==> src/logic/bmod_cfg.svh <==
// bmod_cfg.svh: constants for boot mode and overlay decode.
// assumes inclusion by the top module only.
`ifndef BMOD_CFG_SVH
`define BMOD_CFG_SVH
`define BMOD_BOOT_WORDS      6'd32
`define BMOD_OVL_BASE        14'h2000
`define BMOD_OVL_LAST        14'h3FFF
`define BMOD_OVL_A13_POS     13
`define BMOD_PSEL_EXT1       4'h1
`define BMOD_PSEL_EXT2       4'h2
`define BMOD_DSEL_EXT1       4'h1
`define BMOD_DSEL_EXT2       4'h2
`define BMOD_WAIT_MAX        4'hF
`define BMOD_MODE_STATUS_REG_RESET     7'h00
`define BMOD_PM_INT_WORDS    17'h0C000
`define BMOD_DM_INT_WORDS    17'h0E000
`define BMOD_DM_CTRL_REGS    6'd32
`define BMOD_BOOT_PC         14'h0000
`endif

==> src/logic/bmod_pkg.sv <==
// bmod_pkg.sv: types shared by the boot mode and overlay decoder.
// assumes bmod_cfg.svh sits beside it.
package bmod_pkg;
	typedef enum logic [2:0] {
		BMOD_BOOT_BYTE_DMA,
		BMOD_BOOT_NONE,
		BMOD_BOOT_HOST_DMA,
		BMOD_BOOT_BAD
	} bmod_boot_type;

	typedef enum logic [2:0] {
		BMOD_ST_RESET,
		BMOD_ST_WAIT_BUS,
		BMOD_ST_BYTE_LOAD,
		BMOD_ST_HOST_LOAD,
		BMOD_ST_RUN,
		BMOD_ST_HALT
	} bmod_state_type;

	typedef struct packed {
		logic       host_mode;
		logic       ack_open_drain;
		logic       unsupported;
		logic [1:0] boot;
	} bmod_mode_type;

	typedef struct packed {
		logic        ext;
		logic        a13;
		logic [12:0] low;
	} bmod_ovl_type;
endpackage : bmod_pkg

==> src/logic/bmod_top.sv <==
// bmod_top.sv: strap capture, boot sequencing and overlay address mapping.
// assumes a single 100 MHz clock; strap and flag pins are asynchronous.
`timescale 1ns/10ps
`include "bmod_cfg.svh"

// Notes on behaviour
// memory mode comes from strap bit C sampled while reset is low
// strap C pin doubles as flag two after reset
// external strap driver releases the shared pin after reset
// 000: full memory mode, byte DMA loads 32 words, execution held
// 010: no boot, full memory mode, start at external address zero
// no boot: byte DMA usable by software, never started or awaited
// C=1, B=0, A=0: host mode, byte DMA loads 32 words, execution held
// C=1, A=1, B=0: host mode, hold until host writes program address zero
// host mode, D=0: acknowledge driven both ways, no wire-OR
// host mode, D=1: acknowledge open drain, external pullup, wire-OR allowed
// full mode: 24-bit program memory, 48K internal, two 8K external overlays
// host mode: overlay addressing uses one line, no external execution
// program window values 0,4,5,6,7 select internal memory
// program values 1,2 select external overlays, A13 low or high
// data window values 0,4,5,6,7,8 select internal memory
// data values 1,2 select external overlays, A13 0 or 1
// data memory 16 bits, 56K internal, 32 control registers included
// internal data accesses finish in one cycle
// external data accesses add the programmed wait states
// reset empties stacks, masks interrupts, clears mode status, then boots
// straps latched at reset release, held until next reset
// unlisted strap combinations are flagged as unsupported
module bmod_top
	import bmod_pkg::*;
(
	// clock and reset
	input  wire logic        clk_i,
	input  wire logic        rst_b_i,
	// strap pins
	input  wire logic [3:0]  strap_i,
	// shared flag pin, three pad signals and three core signals
	input  wire logic        shared_flag_pin_i,
	output logic             shared_flag_pin_o,
	output logic             shared_flag_pin_oe_o,
	input  wire logic        flag_out_i,
	input  wire logic        flag_dir_out_i,
	output logic             flag_in_o,
	// boot progress
	input  wire logic        bus_req_i,
	input  wire logic        byte_mem_dma_word_i,
	input  wire logic        host_port_dma_pm0_wr_i,
	input  wire logic        sw_byte_mem_dma_start_i,
	output logic             byte_mem_dma_start_o,
	output logic             byte_mem_dma_avail_o,
	output logic             core_hold_o,
	output logic             core_ext_exec_o,
	output logic [13:0]      core_start_pc_o,
	output logic             core_reset_ctx_o,
	output logic [6:0]       mode_status_reg_o,
	// mode status
	output logic             host_mode_o,
	output logic             unsupported_o,
	// host acknowledge pin
	input  wire logic        host_busy_i,
	output logic             host_ack_out_o,
	output logic             host_ack_out_oe_o,
	// overlay windows
	input  wire logic [3:0]  prog_window_sel_i,
	input  wire logic [3:0]  data_window_sel_i,
	input  wire logic [13:0] prog_addr_i,
	input  wire logic [13:0] data_addr_i,
	input  wire logic        data_req_i,
	input  wire logic [3:0]  data_wait_count_i,
	input  wire logic        wait_mode_i,
	output bmod_ovl_type     prog_ovl_o,
	output bmod_ovl_type     data_ovl_o,
	output logic             host_a0_o,
	output logic             data_ready_o
);

	logic [2:0]     flag_sync_reg;
	logic [3:0]     strap_s1_reg;
	logic [3:0]     strap_s2_reg;
	logic [3:0]     strap_s3_reg;
	logic [3:0]     strap_hold_reg;
	logic           rst_seen_reg;
	bmod_mode_type  mode_reg;
	bmod_mode_type  mode_next;
	bmod_state_type state_reg;
	bmod_state_type state_next;
	logic [5:0]     boot_cnt_reg;
	logic [4:0]     wait_cnt_reg;
	logic [4:0]     wait_target;
	logic           data_ext;
	logic           data_sel_ext;
	logic           data_sel_a13;
	logic           prog_sel_ext;
	logic           prog_sel_a13;
	logic           prog_ext;
	logic           byte_start_next;

	// strap pins are asynchronous: three stages, accept when last two agree
	always_ff @(posedge clk_i) begin
		strap_s1_reg <= strap_i;
		strap_s2_reg <= strap_s1_reg;
		strap_s3_reg <= strap_s2_reg;
	end

	// track level while reset is low; last agreed value wins
	always_ff @(posedge clk_i) begin
		if (!rst_b_i) begin
			if (strap_s2_reg == strap_s3_reg)
				strap_hold_reg <= strap_s3_reg;
		end
	end

	// decode of the held straps
	always_comb begin
		mode_next = '0;
		mode_next.host_mode = strap_hold_reg[2];
		mode_next.ack_open_drain = strap_hold_reg[3] & strap_hold_reg[2];
		casez (strap_hold_reg)
			4'b?000: mode_next.boot = 2'(BMOD_BOOT_BYTE_DMA);
			4'b?010: mode_next.boot = 2'(BMOD_BOOT_NONE);
			4'b?100: mode_next.boot = 2'(BMOD_BOOT_BYTE_DMA);
			4'b?101: mode_next.boot = 2'(BMOD_BOOT_HOST_DMA);
			default: begin
				mode_next.boot = 2'(BMOD_BOOT_BAD);
				mode_next.unsupported = 1'b1;
			end
		endcase
	end

	// latch once at the first clock after reset release
	always_ff @(posedge clk_i) begin
		if (!rst_b_i) begin
			rst_seen_reg <= 1'b0;
			mode_reg     <= '0;
		end else if (!rst_seen_reg) begin
			rst_seen_reg <= 1'b1;
			mode_reg     <= mode_next;
		end
	end

	// flag side of the shared pin; never driven during reset so a strap driver can own it
	always_ff @(posedge clk_i) begin
		if (!rst_b_i)
			flag_sync_reg <= 3'h0;
		else
			flag_sync_reg <= {flag_sync_reg[1:0], shared_flag_pin_i};
	end

	always_ff @(posedge clk_i) begin
		if (!rst_b_i)
			flag_in_o <= 1'b0;
		else if (flag_sync_reg[1] == flag_sync_reg[2])
			flag_in_o <= flag_sync_reg[2];
	end

	assign shared_flag_pin_o    = flag_out_i;
	assign shared_flag_pin_oe_o = rst_b_i & rst_seen_reg & flag_dir_out_i;

	// boot sequencer
	always_comb begin
		state_next = state_reg;
		case (state_reg)
			BMOD_ST_RESET:
				state_next = BMOD_ST_WAIT_BUS;
			BMOD_ST_WAIT_BUS: begin
				if (!bus_req_i) begin
					if (mode_reg.unsupported)
						state_next = BMOD_ST_HALT;
					else if (mode_reg.boot == 2'(BMOD_BOOT_BYTE_DMA))
						state_next = BMOD_ST_BYTE_LOAD;
					else if (mode_reg.boot == 2'(BMOD_BOOT_HOST_DMA))
						state_next = BMOD_ST_HOST_LOAD;
					else
						state_next = BMOD_ST_RUN;
				end
			end
			BMOD_ST_BYTE_LOAD:
				if (byte_mem_dma_word_i && boot_cnt_reg == `BMOD_BOOT_WORDS - 6'd1)
					state_next = BMOD_ST_RUN;
			BMOD_ST_HOST_LOAD:
				if (host_port_dma_pm0_wr_i)
					state_next = BMOD_ST_RUN;
			BMOD_ST_RUN:
				state_next = BMOD_ST_RUN;
			BMOD_ST_HALT:
				state_next = BMOD_ST_HALT;
			default:
				state_next = BMOD_ST_HALT;
		endcase
	end

	always_ff @(posedge clk_i) begin
		if (!rst_b_i)
			state_reg <= BMOD_ST_RESET;
		else if (rst_seen_reg)
			state_reg <= state_next;
	end

	// count words of the automatic byte load
	always_ff @(posedge clk_i) begin
		if (!rst_b_i || state_reg != BMOD_ST_BYTE_LOAD)
			boot_cnt_reg <= 6'd0;
		else if (byte_mem_dma_word_i)
			boot_cnt_reg <= boot_cnt_reg + 6'd1;
	end

	// one-cycle start pulse: automatic on entry to load, or software request when running in full memory mode
	always_comb begin
		byte_start_next = 1'b0;
		if (state_reg == BMOD_ST_WAIT_BUS && state_next == BMOD_ST_BYTE_LOAD)
			byte_start_next = 1'b1;
		else if (state_reg == BMOD_ST_RUN && sw_byte_mem_dma_start_i && !mode_reg.host_mode)
			byte_start_next = 1'b1;
	end

	always_ff @(posedge clk_i) begin
		if (!rst_b_i)
			byte_mem_dma_start_o <= 1'b0;
		else
			byte_mem_dma_start_o <= byte_start_next;
	end

	assign byte_mem_dma_avail_o = (state_reg == BMOD_ST_RUN) && !mode_reg.host_mode;
	assign core_hold_o      = (state_reg != BMOD_ST_RUN);
	assign core_reset_ctx_o = (state_reg == BMOD_ST_RESET) || !rst_b_i;
	assign mode_status_reg_o = `BMOD_MODE_STATUS_REG_RESET;
	// external execution only with no boot; host mode has a 16-bit bus
	always_comb begin
		core_ext_exec_o = 1'b0;
		if (mode_reg.unsupported)
			core_ext_exec_o = 1'b0;
		else if (mode_reg.host_mode)
			core_ext_exec_o = 1'b0;
		else if (mode_reg.boot == 2'(BMOD_BOOT_NONE))
			core_ext_exec_o = 1'b1;
	end
	assign core_start_pc_o  = `BMOD_BOOT_PC;
	assign host_mode_o      = mode_reg.host_mode;
	assign unsupported_o    = mode_reg.unsupported;

	// acknowledge pin: low means ready; open drain only pulls low
	always_comb begin
		host_ack_out_o    = 1'b0;
		host_ack_out_oe_o = 1'b0;
		if (mode_reg.host_mode && rst_seen_reg) begin
			if (mode_reg.ack_open_drain) begin
				host_ack_out_oe_o = !host_busy_i;
			end else begin
				host_ack_out_o    = host_busy_i;
				host_ack_out_oe_o = 1'b1;
			end
		end
	end

	// selector decode: only the two overlay codes leave the chip, all others stay inside
	always_comb begin
		prog_sel_ext = 1'b0;
		prog_sel_a13 = 1'b0;
		case (prog_window_sel_i)
			`BMOD_PSEL_EXT1: begin
				prog_sel_ext = 1'b1;
				prog_sel_a13 = 1'b0;
			end
			`BMOD_PSEL_EXT2: begin
				prog_sel_ext = 1'b1;
				prog_sel_a13 = 1'b1;
			end
			default: begin
				prog_sel_ext = 1'b0;
				prog_sel_a13 = 1'b0;
			end
		endcase
	end

	always_comb begin
		data_sel_ext = 1'b0;
		data_sel_a13 = 1'b0;
		case (data_window_sel_i)
			`BMOD_DSEL_EXT1: begin
				data_sel_ext = 1'b1;
				data_sel_a13 = 1'b0;
			end
			`BMOD_DSEL_EXT2: begin
				data_sel_ext = 1'b1;
				data_sel_a13 = 1'b1;
			end
			default: begin
				data_sel_ext = 1'b0;
				data_sel_a13 = 1'b0;
			end
		endcase
	end

	// overlay mapping; window range 0x2000-0x3FFF
	assign prog_ext = prog_sel_ext
		&& prog_addr_i >= `BMOD_OVL_BASE && prog_addr_i <= `BMOD_OVL_LAST;

	always_ff @(posedge clk_i) begin
		if (!rst_b_i)
			prog_ovl_o <= '0;
		else begin
			prog_ovl_o.ext <= prog_ext;
			prog_ovl_o.a13 <= prog_sel_a13;
			prog_ovl_o.low <= prog_addr_i[12:0];
		end
	end

	always_ff @(posedge clk_i) begin
		if (!rst_b_i)
			data_ovl_o <= '0;
		else begin
			data_ovl_o.ext <= data_ext;
			data_ovl_o.a13 <= data_sel_a13;
			data_ovl_o.low <= data_addr_i[12:0];
		end
	end

	// host mode has one address line: data overlay number goes out on A0
	always_ff @(posedge clk_i) begin
		if (!rst_b_i)
			host_a0_o <= 1'b0;
		else
			host_a0_o <= mode_reg.host_mode & data_sel_a13;
	end

	assign data_ext = data_sel_ext
		&& data_addr_i >= `BMOD_OVL_BASE && data_addr_i <= `BMOD_OVL_LAST;

	// wait mode doubles the count (plus one); five bits hold the largest target
	always_comb begin
		if (wait_mode_i)
			wait_target = {data_wait_count_i, 1'b1};
		else
			wait_target = {1'b0, data_wait_count_i};
	end

	always_ff @(posedge clk_i) begin
		if (!rst_b_i || !data_req_i || !data_ext)
			wait_cnt_reg <= 5'd0;
		else if (wait_cnt_reg != wait_target)
			wait_cnt_reg <= wait_cnt_reg + 5'd1;
	end

	// internal access ready at once; external after its wait states
	always_comb begin
		data_ready_o = 1'b0;
		if (data_req_i) begin
			if (!data_ext)
				data_ready_o = 1'b1;
			else if (wait_cnt_reg == wait_target)
				data_ready_o = 1'b1;
		end
	end

endmodule : bmod_top

==> config.mk <==
export PLATFORM = sky130hd
export DESIGN_NAME = bmod_top
export DESIGN_NICKNAME = d
export VERILOG_FILES = /design/src/logic/bmod_pkg.sv /design/src/logic/bmod_top.sv
export VERILOG_INCLUDE_DIRS = /design/src /design/src/logic
export SDC_FILE = /design/constraint.sdc
export NUM_CORES = 1
export LEC_CHECK = 0
export ABC_AREA = 1
export BUFFER_PORTS_ARGS = -buffer_cell sky130_fd_sc_hd__buf_2
export CORE_AREA = 2 2 83 85
export CTS_CLUSTER_DIAMETER = 120
export DETAILED_ROUTE_END_ITERATION = 6
export DIE_AREA = 0 0 85 87
export GPL_TIMING_DRIVEN = 1
export PLACE_DENSITY_LB_ADDON = 0.2
export SLEW_MARGIN = 15
export SYNTH_ARGS = -nofsm -noshare
export SYNTH_HDL_FRONTEND = slang
export SYNTH_SLANG_ARGS = --single-unit
==> constraint.sdc <==
create_clock -name clk_i -period 3.45 [get_ports clk_i]
set_input_delay 0.1725 -clock clk_i [delete_from_list [all_inputs] [get_ports clk_i]]
set_output_delay 0.1725 -clock clk_i [all_outputs]
set_load 0.05 [all_outputs]
==> results of run 1 <==
[cell usage in the layout, fill, tap and decap left out, types with 2 or more instances in the layout]
master,instances
sky130_fd_sc_hd__a21oi_1,14
sky130_fd_sc_hd__a221oi_1,2
sky130_fd_sc_hd__buf_2,97
sky130_fd_sc_hd__clkbuf_8,11
sky130_fd_sc_hd__clkinv_2,4
sky130_fd_sc_hd__conb_1,21
sky130_fd_sc_hd__dfxtp_1,68
sky130_fd_sc_hd__dlygate4sd3_1,8
sky130_fd_sc_hd__edfxtp_1,4
sky130_fd_sc_hd__ha_1,2
sky130_fd_sc_hd__inv_1,58
sky130_fd_sc_hd__inv_2,2
sky130_fd_sc_hd__nand2_1,80
sky130_fd_sc_hd__nand2_2,8
sky130_fd_sc_hd__nand2_4,2
sky130_fd_sc_hd__nand3_1,14
sky130_fd_sc_hd__nand4_1,2
sky130_fd_sc_hd__nor2_1,21
sky130_fd_sc_hd__nor2_4,2
sky130_fd_sc_hd__nor3_1,7
sky130_fd_sc_hd__nor3_2,2
sky130_fd_sc_hd__nor4_1,3
sky130_fd_sc_hd__o21ai_0,5
sky130_fd_sc_hd__o21ai_1,2
sky130_fd_sc_hd__or2_1,3
sky130_fd_sc_hd__xor2_1,3
[kinds of logic (layout without fill, tap and decap cells)]
logic type	Yosys count	in the layout	synth area share (%)
and+or+nand+nor	148	148	23.8
buffers and inverters	90	182	15.3
other	1	21	0.132
adders and majority gates	2	2	0.879
muxes	1	1	0.352
AOI/OAI and AO/OA	30	30	6.25
xor gates and xnor gates	4	4	1.23
DFF	72	72	52.1
[how the worst max path moves through the flow]
stage / to / slack (ps) / cells after the start
floorplan: core_ext_exec_o / 1190 / 1
global placement: strap_hold_reg[3]$_DFFE_PP_ / 1860 / 2
detailed placement: host_a0_o$_SDFF_PN0_ / 1810 / 4
CTS: data_ready_o / 1570 / 7
global route: data_ready_o / 1460 / 7
finish: data_ready_o / 1610 / 7
[worst max-delay path, stage by stage, from the launching register on]
cell and delay, ps:
sky130_fd_sc_hd__dfxtp_1 440, sky130_fd_sc_hd__o21ai_1 100, sky130_fd_sc_hd__nand2_1 80, sky130_fd_sc_hd__nand2_2 60, sky130_fd_sc_hd__nor2_4 130, sky130_fd_sc_hd__nand2_4 100, sky130_fd_sc_hd__a31oi_1 130, sky130_fd_sc_hd__buf_2 280
[routing by layer]
layer | part of all wire [%] | vias to the layer above
met5 | 0 | -
met4 | 2.2 | 0
met3 | 10 | 12
met2 | 46 | 94
met1 | 41 | 1032
li1 | - | 1241
[stage by stage]
step / hold WS (ps) / setup slack (ps)
2_1_floorplan: 200 / 1190
3_3_place_gp: 277 / 1860
3_5_place_dp: 276 / 1810
4_1_cts: 0.206 / 1570
5_1_grt: 3.75 / 1460
6_report: 13.5 / 1610
[final cells by class]
| cell class | instances | area, µm² | area share [%] |
|---|---|---|---|
| flip-flops and latches | 72 | 1480 | 41.6 |
| well taps | 80 | 100 | 2.81 |
| inverters | 61 | 234 | 6.57 |
| clock buffers | 12 | 155 | 4.36 |
| clock inverters | 4 | 20.0 | 0.562 |
| repair buffers | 105 | 566 | 15.9 |
| multi-input cells | 206 | 1000 | 28.2 |
[power by group through the flow]
stage	clock (mW)	combinational, mW	sequential (mW)
2_1_floorplan	0	0.161	0.970
3_3_place_gp	0	0.270	0.906
3_5_place_dp	0	0.271	0.908
4_1_cts	0.606	0.278	0.889
5_1_grt	0.647	0.300	0.892
6_report	0.589	0.277	0.889
[timing repair]
item                                   in CTS  in global routing
hold buffers                                8                  0
setup endpoints to repair                   0                  0
endpoints found under the hold margin       8                  0
==> impl_metrics.toml, run 1 <==
[run_status]
outcome = "complete, no violations"

[detailed_routing]
antenna_left = 0
via_count = 2379
detailedRoute.firstIterationViolations = 75
overall_routed_net_length_um = 5550
dr.pass1.iters = 4
vias_per_cell = 4.41
routedWlPerCell_um = 10.3
drcViolationCount = 0

[worst_setup_path]
timing.rr.end = "strap_hold_reg[3]$_DFFE_PP_"
critical_path.max_fanout = 8
regToRegStartpoint = "strap_s2_reg[1]$_DFF_P_"
critPathArrivalTime_ps = 1670
crit_path_start = "wait_cnt_reg[0]$_SDFFE_PP0P_"
required_ps = 3280
type_of_the_setup_path_with_the_least_slack = "flip-flop to output port"
cp-end-kind = "output port"
crit_path_start_kind = "flip-flop"
reg2regPathDepth = 4
worst-r2r-setup-slack_ps = 1920

[die]
die_area_mm2 = 0.00740
ioPinCount = 121
die-width_um = 85
floorplan.rows = 30
fp.dieH_um = 87
initial_utilization_pct = 43.3
core-area_mm2 = 0.00657

[global_routing]
number_of_antenna_violations_at_the_first_check_in_global_routing = 0
met3_usage_pct = 6.35
global_route_usage_over_all_layers_pct = 15.2
grt_overflow = 0
gr-max-usage-layer = "met2"
first_global_vias = 2141
first_pass_grt_wire_length_um = 8810
global_route.usage.met1_pct = 16.5
grt_max_degree = 40
met2_usage_pct = 25.4

[synth]
synth_async_sr_flop_share_pct = 0
synth_seq_cells = 72
synthMostInstantiatedCell = "sky130_fd_sc_hd__nand2_1"
ys.flop_type = "sky130_fd_sc_hd__dfxtp_1"
post_synth_instance_area_mm2 = 0.00285
syn_inst = 348
synthDominantAreaCellType = "sky130_fd_sc_hd__dfxtp_1"
area_share_of_the_largest_cell_type_after_synthesis_pct = 47.8
synth_edf_count = 4
synth_top_cells_by_area = "sky130_fd_sc_hd__dfxtp_1, sky130_fd_sc_hd__nand2_1, sky130_fd_sc_hd__inv_1"
synth.yosys.seq_area_share_pct = 52.1
synth_common_cells = "sky130_fd_sc_hd__nand2_1, sky130_fd_sc_hd__dfxtp_1, sky130_fd_sc_hd__inv_1, sky130_fd_sc_hd__buf_4, sky130_fd_sc_hd__nor2_1"
synth.distinct_cells = 40
synth.yosys.warnings = 0
synthesized_area_per_cell_um2 = 8.18

[power]
comb_power_share_pct = 15.8
power_frac_seq_pct = 50.6
internal-power_mw = 1.24
p_leak_nw = 1.93
power_switching_uw = 516
power.density_mw_per_mm2 = 493
switching_share_pct = 29.4
power.clock.fraction_pct = 33.6
report.power.total_mw = 1.75
peakVddDrop_uv = 324

[sta]
final_max_tran_viols = 0
timing_hold_violations_final = 0
rsz_0062_raised_after_global_routing = "no"
setup_viol = 0
tightestPinTransition_ps = 741
fin_worst_skew_ps = 5.35
post-route-period-util_pct = 53.5
slew-limit-headroom_pct = 50.1
highest_clock_rate_mhz = 542
timing.setup.tns_ps = 0
final_period_minus_worst_setup_slack_ps = 1840

[finish]
finish.instance_area_mm2 = 0.00356
finalNonFillerCells = 540
layout.nets = 513
post-route-util_pct = 54.2
layout-drive-gt1-share_pct = 28.9
area_growth_pct = 25.2
antennaDiodeCount = 0
n_fill_cell = 632

[cts]
clock_tree.root_cell = "sky130_fd_sc_hd__clkbuf_8"
cts_sinks = 72
clk_pin_slew_ps = 70
htree_levels = 3
cts_buffers = 9
postCtsSetupRepairBufs = 0
cts_tree = "built"
cts.repair.resized = 0
cts-root-to-sink-buffers = 2
clock_latency_ps = 330

[placed_design]
dp_hpwl_um = 4180
place_inst = 516
port_buffers = 97
placed_cell_area_mm2 = 0.00331
gpl.final_weighted_congestion = 0.887

[run]
cap_viol_max_count = 0

[min_path]
min-delay-path-class = "input port to flip-flop"
min_from = "data_addr_i[4]"
worst_hold_path.endpoint = "data_ovl_o[4]$_SDFF_PN0_"
min_path_cells = 3
(Power assumes the default switching activity.)
==> inputs of run 2 (changes only) <==
--- a/config.mk
+++ b/config.mk
@@ -8,10 +8,10 @@
 export LEC_CHECK = 0
 export ABC_AREA = 1
 export BUFFER_PORTS_ARGS = -buffer_cell sky130_fd_sc_hd__buf_2
-export CORE_AREA = 2 2 83 85
+export CORE_AREA = 2 2 85 87
 export CTS_CLUSTER_DIAMETER = 120
 export DETAILED_ROUTE_END_ITERATION = 6
-export DIE_AREA = 0 0 85 87
+export DIE_AREA = 0 0 87 89
 export GPL_TIMING_DRIVEN = 1
 export PLACE_DENSITY_LB_ADDON = 0.2
 export SLEW_MARGIN = 15
==> constraint.sdc (replaced) <==
create_clock -name clk_i -period 1.6 [get_ports clk_i]
set_input_delay 0.08 -clock clk_i [delete_from_list [all_inputs] [get_ports clk_i]]
set_output_delay 0.08 -clock clk_i [all_outputs]
set_load 0.05 [all_outputs]
==> run 2 against run 1 <==
Total power increased by 150%. Cell area grew 13%. Register-to-register slack got worse by 1600 ps. Via count rose by 5.9%. Routed wire length grew 15%. Sequential power is 110% higher. Core utilization grew 5.6 points. Global-route usage grew 2.1 points.
==> impl_metrics.toml, run 2 (synthesis gave the netlist of run 1 again) <==
[finish]
post-route-util_pct = 59.8
layout_commonest_cell = "sky130_fd_sc_hd__buf_2"
commonest_cells_after_routing_fill_and_taps_aside = "sky130_fd_sc_hd__buf_2, sky130_fd_sc_hd__nand2_1, sky130_fd_sc_hd__dfxtp_1"
area_growth_pct = 41.2
finalNonFillerCells = 576
antennaDiodeCount = 0
layout.area.seq_mm2 = 0.00149
multi_input_area_mm2 = 0.00104
layout-drive-gt1-share_pct = 30.6
n_fill_cell = 604
finish.instance_area_mm2 = 0.00402
layout.nets = 549

[power]
report.power.total_mw = 4.32
switching_share_pct = 26.7
power_switching_mw = 1.16
p_leak_nw = 2.13
peakVddDrop_uv = 651
power.density_mw_per_mm2 = 1080
comb_power_share_pct = 15.7
power_frac_seq_pct = 44.3
internal-power_mw = 3.17
power.clock.fraction_pct = 40.0

[sta]
highest_clock_rate_mhz = 658
fin_worst_skew_ps = 5.22
timing_hold_violations_final = 0
post-route-period-util_pct = 94.9
setup_viol = 0
final_period_minus_worst_setup_slack_ps = 1520
final_max_tran_viols = 0

[detailed_routing]
met1_length_um = 2650
wl_met2_um = 3180
overall_routed_net_length_um = 6370
vias_per_cell = 4.37
via_count = 2519
wire_length_on_met3_um = 416
detailedRoute.firstIterationViolations = 61
dr.pass1.iters = 6
highest_metal_layer_used_by_the_detailed_router = "met4"
routedWlPerCell_um = 11.1
drcViolationCount = 0
antenna_left = 0

[die]
floorplan.rows = 30
core-area_mm2 = 0.00672
initial_utilization_pct = 42.3
die-width_um = 87
fp.dieH_um = 89
ioPinCount = 121
die_area_mm2 = 0.00774

[cts]
cts_buffers = 9
cts-root-to-sink-buffers = 2
clock_latency_ps = 340
clk_pin_slew_ps = 70
htree_levels = 3
cts_sinks = 72
cts_tree = "built"
clock_tree.root_cell = "sky130_fd_sc_hd__clkbuf_8"

[placed_design]
placed_cell_area_mm2 = 0.00335
place_inst = 519
gpl.final_weighted_congestion = 0.881
dp_hpwl_um = 4400
port_buffers = 97

[global_routing]
first_pass_grt_wire_length_um = 10300
global_route_usage_over_all_layers_pct = 17.3
first_global_vias = 2445
grt_max_degree = 21
number_of_antenna_violations_at_the_first_check_in_global_routing = 0
grt_overflow = 0

[worst_setup_path]
slowest_delay_ps = 360
slowest_stage = "sky130_fd_sc_hd__dfxtp_4"
crit_path_cell_trace = "inv_1 > nand3_1 > nand2_1 > nor2_4 > nand2_4 > a31oi_4 > buf_6"
critical_path.top_delay_family = "simple AND/OR/NAND/NOR gates"
critPathArrivalTime_ps = 1440
critical_path_buf_inv_count = 2
type_of_the_setup_path_with_the_least_slack = "flip-flop to output port"
crit_path_start_kind = "flip-flop"
critical_path.max_fanout = 4
cp-end-kind = "output port"
required_ps = 1520

[min_path]
min-delay-path-class = "input port to flip-flop"

[run]
cap_viol_max_count = 0

[run_status]
outcome = "complete, no violations"
## run 2: changes by cell type in the layout (fill, tap and decap cells not counted), moves of 3 or more
cell                            delta
sky130_fd_sc_hd__dfxtp_1           -5
sky130_fd_sc_hd__bufinv_16         +3
sky130_fd_sc_hd__dlygate4sd3_1    +28
sky130_fd_sc_hd__buf_4             +8
sky130_fd_sc_hd__clkinv_2          -3
sky130_fd_sc_hd__dfxtp_2           +4
## run 2: cell type report
type | instances | area share, %
flip-flops and latches | 72 | 37.1
multi-input cells | 206 | 25.8
repair buffers | 141 | 22.7
inverters | 61 | 5.82
clock buffers | 11 | 3.52
clock inverters | 5 | 2.58
well taps | 80 | 2.49
## run 2: timing repair
item / 4_1_cts / 5_1_grt
pin swaps: 2 / 2
setup endpoints to repair: 1 / 1
resized for setup: 7 / 4
hold buffers: 36 / 0
buffers inserted: 2 / 3
hold endpoints to repair: 34 / 0
## run 2: final timing paths
kind,end,slack (ps),cells past startpoint,start
max reg2reg,byte_mem_dma_start_o$_SDFF_PN0_,310,8,boot_cnt_reg[0]$_SDFFE_PP0P_
max,data_ready_o,80,7,wait_cnt_reg[2]$_SDFFE_PP0P_
min reg2reg,strap_s2_reg[0]$_DFF_P_,330,0,strap_s1_reg[0]$_DFF_P_
min,rst_seen_reg$_DFF_P_,30,1,rst_b_i
## run 2: layer usage
layer	global-route usage (%)	vias to the layer above
met5	0	-
met4	8.52	0
met3	5.54	11
met2	30.8	81
met1	18.6	1114
li1	-	1313
## run 2: power by group through the flow
stage	Sequential, mW	Combinational (mW)	Clock (mW)
after detailed placement	1.96	0.596	0
after floorplan	2.09	0.350	0
final	1.91	0.678	1.73
after CTS	1.92	0.666	1.77
after global routing	1.92	0.730	1.85
after global placement	1.95	0.590	0
## run 2: per-stage QoR
step / setup TNS, ps / worst slack [ps] / hold WS (ps)
after floorplan: -93.7 / -53.0 / 108
after global placement: 0 / 242 / 160
after detailed placement: 0 / 202 / 160
after CTS: 0 / 30.7 / 9.83
after global routing: -14.1 / -14.1 / 19.5
final: 0 / 80.9 / 26.5
